`src/logic/obl_pkg.sv`:
```
// Behaviour
// - Every reset type reloads option byte from flash
// - Hold processor reset until load completes
// - Option registers never visible to software
// - Use byte 0000H only; 0001H ignored
// - Bit 7 picks interrupt or short reset
// - Bit 6 clear forces watchdog always on
// - Bit 6 set: start by instruction, stop by reset
// - Bit 2 clear denies debugger code reads
// - Both protect bits clear refuse user writes
// - High-sector bit alone allows top sector only
// - Global bit set allows all program and erase
// - Two unlock codes then erase command or data write (program), else relock
// - Page erase uses seven-bit page select field
`default_nettype none

package obl_pkg;

  // ----------------------------------------
  // Option byte layout
  // ----------------------------------------
  localparam logic [15:0] OBL_USER_OPT_ADDR = 16'h0000;
  localparam logic [15:0] OBL_RSVD_OPT_ADDR = 16'h0001;
  localparam logic [7:0] OBL_OPT_ERASED = 8'hFF;
  localparam int OBL_TIMEOUT_RESET_BIT = 7;
  localparam int OBL_ALWAYS_ON_N_BIT = 6;
  localparam int OBL_READ_PROT_BIT = 2;
  localparam int OBL_HS_ALLOW_BIT = 1;
  localparam int OBL_GLOBAL_ALLOW_BIT = 0;

  // ----------------------------------------
  // APB register offsets
  // ----------------------------------------
  localparam logic [11:0] OBL_CMD_OFFSET = 12'h000;
  localparam logic [11:0] OBL_PAGE_OFFSET = 12'h004;
  localparam logic [11:0] OBL_PADDR_OFFSET = 12'h008;
  localparam logic [11:0] OBL_STAT_OFFSET = 12'h00C;
  localparam logic [11:0] OBL_PDATA_OFFSET = 12'h010;

  // ----------------------------------------
  // Flash command codes and geometry
  // ----------------------------------------
  localparam logic [7:0] OBL_UNLOCK1 = 8'h73;
  localparam logic [7:0] OBL_UNLOCK2 = 8'h8C;
  localparam logic [7:0] OBL_PAGE_ERASE = 8'h95;
  localparam logic [7:0] OBL_MASS_ERASE = 8'h63;
  localparam int OBL_PAGE_LSB = 9;
  localparam int OBL_PAGES_PER_KB = 2;
  localparam logic [6:0] OBL_PAGE_RESET = 7'h00;
  localparam logic [15:0] OBL_PADDR_RESET = 16'h0000;

  typedef enum logic [0:0] {
    OBL_LD_FETCH = 1'b0,
    OBL_LD_RUN = 1'b1
  } obl_load_e;

  typedef enum logic [5:0] {
    OBL_FC_LOCKED = 6'b000000,
    OBL_FC_FIRST = 6'b000001,
    OBL_FC_UNLOCKED = 6'b000010
  } obl_fc_e;

  typedef enum logic [1:0] {
    OBL_OP_PROG = 2'b00,
    OBL_OP_PAGE = 2'b01,
    OBL_OP_MASS = 2'b10
  } obl_op_e;

endpackage

`default_nettype wire

```
`src/logic/obl_loader.sv`:
```
`default_nettype none

module obl_loader
  import obl_pkg::*;
#(
  parameter int FLASH_KB = 64,
  parameter int HIGH_SECTOR_KB = 4
) (
  input wire logic pclk,
  input wire logic presetn,
  input wire logic psel,
  input wire logic penable,
  input wire logic pwrite,
  input wire logic [11:0] paddr,
  input wire logic [31:0] pwdata,
  output logic [31:0] prdata,
  output logic pready,
  output logic pslverr,
  input wire logic short_reset_req,
  input wire logic stop_recovery_req,
  output logic flash_rd_req,
  output logic [15:0] flash_rd_addr,
  input wire logic [7:0] flash_rd_data,
  input wire logic flash_rd_valid,
  output logic cpu_hold_reset,
  output logic watchdog_timeout_reset_select,
  output logic watchdog_always_on_n,
  output logic code_read_protect_n,
  output logic high_sector_write_allow,
  output logic global_write_allow,
  input wire logic watchdog_start_instruction,
  input wire logic watchdog_timeout,
  output logic watchdog_running,
  output logic watchdog_irq_req,
  output logic watchdog_short_reset,
  input wire logic dbg_mass_erase_req,
  output logic flash_prog_strobe,
  output logic flash_page_erase_strobe,
  output logic flash_mass_erase_strobe,
  output logic [15:0] flash_op_addr,
  output logic [7:0] flash_op_data
);

  // ----------------------------------------
  // Option load sequencer
  // ----------------------------------------
  obl_load_e ld_state, next_ld_state;
  logic [7:0] opt, next_opt;
  logic reload;

  // Watchdog short reset reloads too, like any other reset
  assign reload = short_reset_req | stop_recovery_req | watchdog_short_reset;

  always_comb begin
    next_ld_state = ld_state;
    next_opt = opt;
    if (reload) begin
      next_ld_state = OBL_LD_FETCH;
    end else begin
      unique case (ld_state)
        OBL_LD_FETCH: begin
          if (flash_rd_valid) begin
            next_opt = flash_rd_data;
            next_ld_state = OBL_LD_RUN;
          end
        end
        OBL_LD_RUN: begin
          next_ld_state = OBL_LD_RUN;
        end
      endcase
    end
  end

  always_ff @(posedge pclk or negedge presetn) begin
    if (!presetn) begin
      ld_state <= OBL_LD_FETCH;
      opt <= OBL_OPT_ERASED;
    end else begin
      ld_state <= next_ld_state;
      opt <= next_opt;
    end
  end

  // ----------------------------------------
  // Flash read port and reset hold
  // ----------------------------------------
  always_ff @(posedge pclk or negedge presetn) begin
    if (!presetn) begin
      flash_rd_req <= 1'b1;
      flash_rd_addr <= OBL_USER_OPT_ADDR;
      cpu_hold_reset <= 1'b1;
    end else begin
      flash_rd_req <= (next_ld_state == OBL_LD_FETCH);
      flash_rd_addr <= OBL_USER_OPT_ADDR;
      cpu_hold_reset <= (next_ld_state == OBL_LD_FETCH);
    end
  end

  // ----------------------------------------
  // Option outputs, loaded only by the fetch
  // ----------------------------------------
  // No APB path reaches opt; the byte at 0001H is never fetched
  always_ff @(posedge pclk or negedge presetn) begin
    if (!presetn) begin
      watchdog_timeout_reset_select <= 1'b1;
      watchdog_always_on_n <= 1'b1;
      code_read_protect_n <= 1'b1;
      high_sector_write_allow <= 1'b1;
      global_write_allow <= 1'b1;
    end else begin
      watchdog_timeout_reset_select <= next_opt[OBL_TIMEOUT_RESET_BIT];
      watchdog_always_on_n <= next_opt[OBL_ALWAYS_ON_N_BIT];
      code_read_protect_n <= next_opt[OBL_READ_PROT_BIT];
      high_sector_write_allow <= next_opt[OBL_HS_ALLOW_BIT];
      global_write_allow <= next_opt[OBL_GLOBAL_ALLOW_BIT];
    end
  end

  // ----------------------------------------
  // Watchdog enable and time-out response
  // ----------------------------------------
  logic next_wd_running, next_wd_irq, next_wd_short;
  logic running_now;

  assign running_now = watchdog_running && ld_state == OBL_LD_RUN;

  always_comb begin
    next_wd_running = watchdog_running;
    next_wd_irq = 1'b0;
    next_wd_short = 1'b0;
    if (next_ld_state == OBL_LD_FETCH) begin
      next_wd_running = 1'b0;
    end else if (!next_opt[OBL_ALWAYS_ON_N_BIT]) begin
      next_wd_running = 1'b1;
    end else if (watchdog_start_instruction) begin
      next_wd_running = 1'b1;
    end
    if (running_now && watchdog_timeout && !reload) begin
      next_wd_short = opt[OBL_TIMEOUT_RESET_BIT];
      next_wd_irq = !opt[OBL_TIMEOUT_RESET_BIT];
    end
  end

  always_ff @(posedge pclk or negedge presetn) begin
    if (!presetn) begin
      watchdog_running <= 1'b0;
      watchdog_irq_req <= 1'b0;
      watchdog_short_reset <= 1'b0;
    end else begin
      watchdog_running <= next_wd_running;
      watchdog_irq_req <= next_wd_irq;
      watchdog_short_reset <= next_wd_short;
    end
  end

  // ----------------------------------------
  // APB slave
  // ----------------------------------------
  logic setup, wr_access;
  logic next_pready, next_pslverr;
  logic [31:0] next_prdata;
  logic mapped;
  obl_fc_e fc_state, next_fc_state;
  logic [6:0] page_sel, next_page_sel;
  logic [15:0] prog_addr, next_prog_addr;
  logic last_refused, next_last_refused;

  assign setup = psel && !penable;
  assign wr_access = psel && penable && pready && pwrite && !pslverr;
  assign mapped = paddr == OBL_CMD_OFFSET || paddr == OBL_PAGE_OFFSET || paddr == OBL_PADDR_OFFSET ||
                  paddr == OBL_STAT_OFFSET || paddr == OBL_PDATA_OFFSET;

  always_comb begin
    next_pready = setup;
    next_pslverr = setup && !mapped;
    next_prdata = 32'h0000_0000;
    if (setup && !pwrite) begin
      if (paddr == OBL_CMD_OFFSET) begin
        next_prdata = {26'h000_0000, fc_state};
      end else if (paddr == OBL_PAGE_OFFSET) begin
        next_prdata = {25'h000_0000, page_sel};
      end else if (paddr == OBL_PADDR_OFFSET) begin
        next_prdata = {16'h0000, prog_addr};
      end else if (paddr == OBL_STAT_OFFSET) begin
        next_prdata = {29'h0000_0000, ld_state == OBL_LD_FETCH, watchdog_running, last_refused};
      end
    end
  end

  always_ff @(posedge pclk or negedge presetn) begin
    if (!presetn) begin
      pready <= 1'b0;
      pslverr <= 1'b0;
      prdata <= 32'h0000_0000;
    end else begin
      pready <= next_pready;
      pslverr <= next_pslverr;
      prdata <= next_prdata;
    end
  end

  // ----------------------------------------
  // Flash command sequencer with protection
  // ----------------------------------------
  obl_op_e guard_kind;
  logic [6:0] guard_page;
  logic guard_allow;
  logic cmd_wr, pdata_wr, busy_load;
  logic next_prog, next_perase, next_merase;
  logic [15:0] next_op_addr;
  logic [7:0] next_op_data;

  assign cmd_wr = wr_access && paddr == OBL_CMD_OFFSET;
  assign pdata_wr = wr_access && paddr == OBL_PDATA_OFFSET;
  assign busy_load = ld_state == OBL_LD_FETCH;

  always_comb begin
    guard_kind = OBL_OP_PROG;
    guard_page = prog_addr[15:OBL_PAGE_LSB];
    if (cmd_wr && pwdata[7:0] == OBL_PAGE_ERASE) begin
      guard_kind = OBL_OP_PAGE;
      guard_page = page_sel;
    end else if (cmd_wr) begin
      guard_kind = OBL_OP_MASS;
    end
  end

  obl_write_guard #(
    .FLASH_KB(FLASH_KB),
    .HIGH_SECTOR_KB(HIGH_SECTOR_KB)
  ) u_guard (
    .global_write_allow(global_write_allow),
    .high_sector_write_allow(high_sector_write_allow),
    .op_kind(guard_kind),
    .page(guard_page),
    .allow(guard_allow)
  );

  always_comb begin
    next_fc_state = fc_state;
    next_page_sel = page_sel;
    next_prog_addr = prog_addr;
    next_last_refused = last_refused;
    next_prog = 1'b0;
    next_perase = 1'b0;
    next_merase = 1'b0;
    next_op_addr = flash_op_addr;
    next_op_data = flash_op_data;
    if (wr_access && paddr == OBL_PAGE_OFFSET) begin
      next_page_sel = pwdata[6:0];
    end
    if (wr_access && paddr == OBL_PADDR_OFFSET) begin
      next_prog_addr = pwdata[15:0];
    end
    if (cmd_wr) begin
      next_fc_state = OBL_FC_LOCKED;
      unique case (fc_state)
        OBL_FC_LOCKED: begin
          if (pwdata[7:0] == OBL_UNLOCK1) begin
            next_fc_state = OBL_FC_FIRST;
          end
        end
        OBL_FC_FIRST: begin
          if (pwdata[7:0] == OBL_UNLOCK2) begin
            next_fc_state = OBL_FC_UNLOCKED;
          end
        end
        OBL_FC_UNLOCKED: begin
          if (pwdata[7:0] == OBL_PAGE_ERASE || pwdata[7:0] == OBL_MASS_ERASE) begin
            next_last_refused = !guard_allow || busy_load;
            next_perase = guard_allow && !busy_load && pwdata[7:0] == OBL_PAGE_ERASE;
            next_merase = guard_allow && !busy_load && pwdata[7:0] == OBL_MASS_ERASE;
            next_op_addr = {page_sel, 9'h000};
          end
        end
        default: begin
          next_fc_state = OBL_FC_LOCKED;
        end
      endcase
    end else if (pdata_wr && fc_state == OBL_FC_UNLOCKED) begin
      next_last_refused = !guard_allow || busy_load;
      if (guard_allow && !busy_load) begin
        next_prog = 1'b1;
        next_op_addr = prog_addr;
        next_op_data = pwdata[7:0];
      end else begin
        next_fc_state = OBL_FC_LOCKED;
      end
    end
    if (dbg_mass_erase_req) begin
      next_merase = 1'b1;
      next_op_addr = 16'h0000;
    end
    if (reload) begin
      next_fc_state = OBL_FC_LOCKED;
    end
  end

  always_ff @(posedge pclk or negedge presetn) begin
    if (!presetn) begin
      fc_state <= OBL_FC_LOCKED;
      page_sel <= OBL_PAGE_RESET;
      prog_addr <= OBL_PADDR_RESET;
      last_refused <= 1'b0;
      flash_prog_strobe <= 1'b0;
      flash_page_erase_strobe <= 1'b0;
      flash_mass_erase_strobe <= 1'b0;
      flash_op_addr <= 16'h0000;
      flash_op_data <= 8'h00;
    end else begin
      fc_state <= next_fc_state;
      page_sel <= next_page_sel;
      prog_addr <= next_prog_addr;
      last_refused <= next_last_refused;
      flash_prog_strobe <= next_prog;
      flash_page_erase_strobe <= next_perase;
      flash_mass_erase_strobe <= next_merase;
      flash_op_addr <= next_op_addr;
      flash_op_data <= next_op_data;
    end
  end

endmodule

`default_nettype wire

```
`src/logic/obl_write_guard.sv`:
```
`default_nettype none

module obl_write_guard
  import obl_pkg::*;
#(
  parameter int FLASH_KB = 64,
  parameter int HIGH_SECTOR_KB = 4
) (
  input wire logic global_write_allow,
  input wire logic high_sector_write_allow,
  input wire obl_op_e op_kind,
  input wire logic [6:0] page,
  output logic allow
);

  // ----------------------------------------
  // High sector sits at the top of flash
  // ----------------------------------------
  localparam logic [7:0] FIRST_HS_PAGE =
    8'((FLASH_KB - HIGH_SECTOR_KB) * OBL_PAGES_PER_KB);

  always_comb begin
    if (global_write_allow) begin
      allow = 1'b1;
    end else if (high_sector_write_allow && op_kind != OBL_OP_MASS) begin
      allow = ({1'b0, page} >= FIRST_HS_PAGE);
    end else begin
      allow = 1'b0;
    end
  end

endmodule

`default_nettype wire
```
`config.mk`:
```
export PLATFORM = sky130hd
export DESIGN_NAME = obl_loader
export DESIGN_NICKNAME = d
export VERILOG_FILES = /design/src/logic/obl_pkg.sv /design/src/logic/obl_loader.sv /design/src/logic/obl_write_guard.sv
export SDC_FILE = /design/constraint.sdc
export NUM_CORES = 1
export LEC_CHECK = 0
export ABC_AREA = 1
export BUFFER_PORTS_ARGS = -buffer_cell sky130_fd_sc_hd__buf_4
export CORE_MARGIN = 2
export CORE_UTILIZATION = 53
export DETAILED_ROUTE_END_ITERATION = 12
export PLACE_DENSITY = 0.84
export SLEW_MARGIN = 20
export SYNTH_ARGS = -nofsm -noshare
export SYNTH_HDL_FRONTEND = slang
export SYNTH_SLANG_ARGS = --single-unit
```
`constraint.sdc`:
```
create_clock -name pclk -period 3.34 [get_ports pclk]
set_input_delay 0.167 -clock pclk [delete_from_list [all_inputs] [get_ports pclk]]
set_output_delay 0.167 -clock pclk [all_outputs]
set_load 0.03 [all_outputs]
```
==> metrics.txt <==
Routed WL approximately 8.6 mm; router iterations before antenna repair 5; setup violators final 0; final hold violations 0; gpl congestion between 0.9 and 1; Skew-Pair Late Insertion Delay 350 ps; Netlist cell types 34; WP data arrival ~2300 ps; layout cells sized above 1 0.2632; via count between 3000 and 4000; fraction of the mapped netlist area in adder cells 0; largest family of logic cells by synthesized area simple AND/OR/NAND/NOR gates; Slew Limit Headroom 0.5304; Post-Synth Simple-Gate Area 0.2427; PnR worst setup slack between 1000 and 1500 ps; Via density 4.971; Mapped Cells ~450; ANT cells 0; fraction of the mapped netlist area in compound gates 0.08739; Initial Util 0.5396; total track usage 0.2285; first-pass GRT wire length about 14 mm; Placement Setup Slack 1158 ps; post-synthesis sequential area ratio 0.5283; post-synthesis xor/xnor area fraction 0; Worst-Margin Slew slightly above 700 ps; Avg Synthesized Cell Area around 8.6 sq um; HP Class in2reg; die area about 0.0080 sq mm; Max Slew Vio Count 0; Area Overhead vs Synth 23.29%; Fillers 603; H-tree levels 3; status finished, final reports clean; Area after DPL between 0.004 and 0.005 sq mm; peak supply drop between 0.2 and 0.3 mV; post-CTS resize count 0; Most used DFF post-synth dfrtp_1; Detailed Place HPWL around 6.4 mm; IO Pins 150; CP Class reg2reg; Crit Reg-Reg Endpoint flash_op_addr[5]$_DFFE_PN0P_; Post-route DRC 0; post-synthesis sequential element count 81; RR Startpoint pslverr$_DFF_PN0_; DR WL/cell about 13 microns; clock tree buffer depth 2; Tot Pwr between 2 and 2.5 mW; mux share of post-synthesis cell area 0.008772; Power Density around 420 mW/mm^2; R2R setup slack 1340 ps; crit path max fanout 34; largest net degree at the start of global routing 82; crit path time final around 2000 ps; postcts setup bufs 0; startpoint class of the critical path flip-flop; Mapped Area 0.003851 sq mm; setup_tns 0 ps; Die Wd between 80 and 90 microns; asr flop ratio synth 1.000; antenna violations before repair 0; Final period util 0.5987; Root Driver clkbuf_8; CP startpoint pslverr$_DFF_PN0_; MaxCap Viol Count 0; final net count ~610; drt first-iter violations 240; Worst-path clk slew 80 ps; hold_buf cts 1; register area slightly above 0.002 sq mm; Post-synth EDFFs 0; PortBufs 98; Core Area 0.007137 sq mm; clk sink count just over 80; num rows 31; unrepaired setup endpoints after global routing no; Overflow after GRT 0; CP endpoint flash_op_addr[5]$_DFFE_PN0P_; Max Fclk 0.5000 GHz; post-route cell area between 0.004 and 0.005 sq mm; remaining antenna violation count 0; Worst Reg2Reg Path Length in Cells 12; skew final approximately 6.4 ps; CTS tree yes; CTS buffer count 9; synth warn 0; WP data required approximately 3600 ps; footprint of the multi-input gates about 0.0014 sq mm; vias in the first global route between 3000 and 4000; LEAKAGE 2.520 nW; die span in y 89.25 microns; Worst Setup End Kind flip-flop
[worst min path at each step]
stage,cells past startpoint,from,to
3_5_place_dp,2,penable,pready$_DFF_PN0_
5_1_grt,2,flash_rd_data[1],opt[1]$_DFFE_PN1P_
2_1_floorplan,0,presetn,fc_state[0]$_DFFE_PN0P_
3_3_place_gp,2,penable,pready$_DFF_PN0_
6_report,2,flash_rd_valid,cpu_hold_reset$_DFF_PN1_
4_1_cts,1,presetn,prdata[12]$_DFF_PN0_
[Yosys cell counts (all sizes together), types with 2 or more instances]
library cell / instances / area, sq um
a211oi: 2 / 15.01
dfstp: 6 / 157.7
buf: 39 / 294.0
o21ai: 38 / 190.2
nand2: 93 / 371.6
inv: 51 / 191.4
mux2: 3 / 33.78
nand3: 31 / 177.7
nand4: 8 / 50.05
dfrtp: 75 / 1877
clkbuf: 5 / 18.77
a21oi: 19 / 95.09
nor3: 17 / 85.08
a31oi: 2 / 12.51
nor2: 48 / 224.0
[per-layer routing]
metal  vias to the layer above  track usage  part of all wire
li1                       1571            -                 -
met1                      1506       0.3128              0.44
met2                       140       0.3684              0.47
met3                        14      0.03970             0.068
met4                         0      0.08277             0.017
met5                         -            0                 0
[critical path: stages, from the launching register on]
cell and delay, ps:
dfrtp_1 390, inv_1 60, nand3_1 80, nor2_2 200, inv_1 140, nor2_8 170, nand2_2 70, nand3_2 80
nand2_2 80, nand3_4 260, nand2_4 190, nand2_1 110, nand2_1 60
[where the power goes]
group          internal [mW]  leakage (nW)  total (mW)  switching [mW]
Sequential              1.01          1.06        1.03          0.0149
Combinational         0.0870          1.37       0.271           0.184
Clock                  0.348        0.0929       0.706           0.358
Total                   1.45          2.52        2.00           0.557
[cell usage in the layout (no fill, tap or decap), types with 3 or more instances in the layout]
| cell type | n |
|---|---|
| buf_4 | 99 |
| nand2_1 | 88 |
| dfrtp_1 | 75 |
| inv_1 | 49 |
| nor2_1 | 38 |
| o21ai_0 | 38 |
| conb_1 | 32 |
| nand3_1 | 28 |
| a21oi_1 | 19 |
| nor3_1 | 17 |
| clkbuf_8 | 9 |
| nor2_2 | 8 |
| nand4_1 | 8 |
| dfstp_2 | 6 |
| nand2_2 | 3 |
| mux2_2 | 3 |
[flip-flops by register name, indices dropped and copies added, names as in the netlist, 2 cells and up]
name           count
fc_state           2
flash_op_addr     16
flash_op_data      8
opt                5
page_sel           7
prdata            16
prog_addr         16
[through the flow]
stage	cells	hold slack [ps]	util
global placement	632	341.7	0.6346
finish	650	38.43	0.6653
CTS	649	6.257	0.6634
detailed placement	632	341.6	0.6346
global route	650	47.72	0.6653
floorplan	477	-128.6	-
[cell families (layout without fill, tap and decap cells)]
logic type / count (synthesis) / in the layout
AOI/OAI and AO/OA: 64 / 64
buffers and inverters: 96 / 170
DFF: 81 / 81
muxes: 3 / 3
other: 1 / 32
and+or+nand+nor: 201 / 201
[final cells by class]
class,count,area share
Timing Repair Buffer,102,0.1631
Multi-Input combinational cell,300,0.3001
Tap cell,99,0.02609
Clock inverter,6,0.01423
Sequential cell,81,0.4285
Inverter,52,0.04111
Clock buffer,10,0.02688
Note: power is estimated with default switching activity, not from simulation.
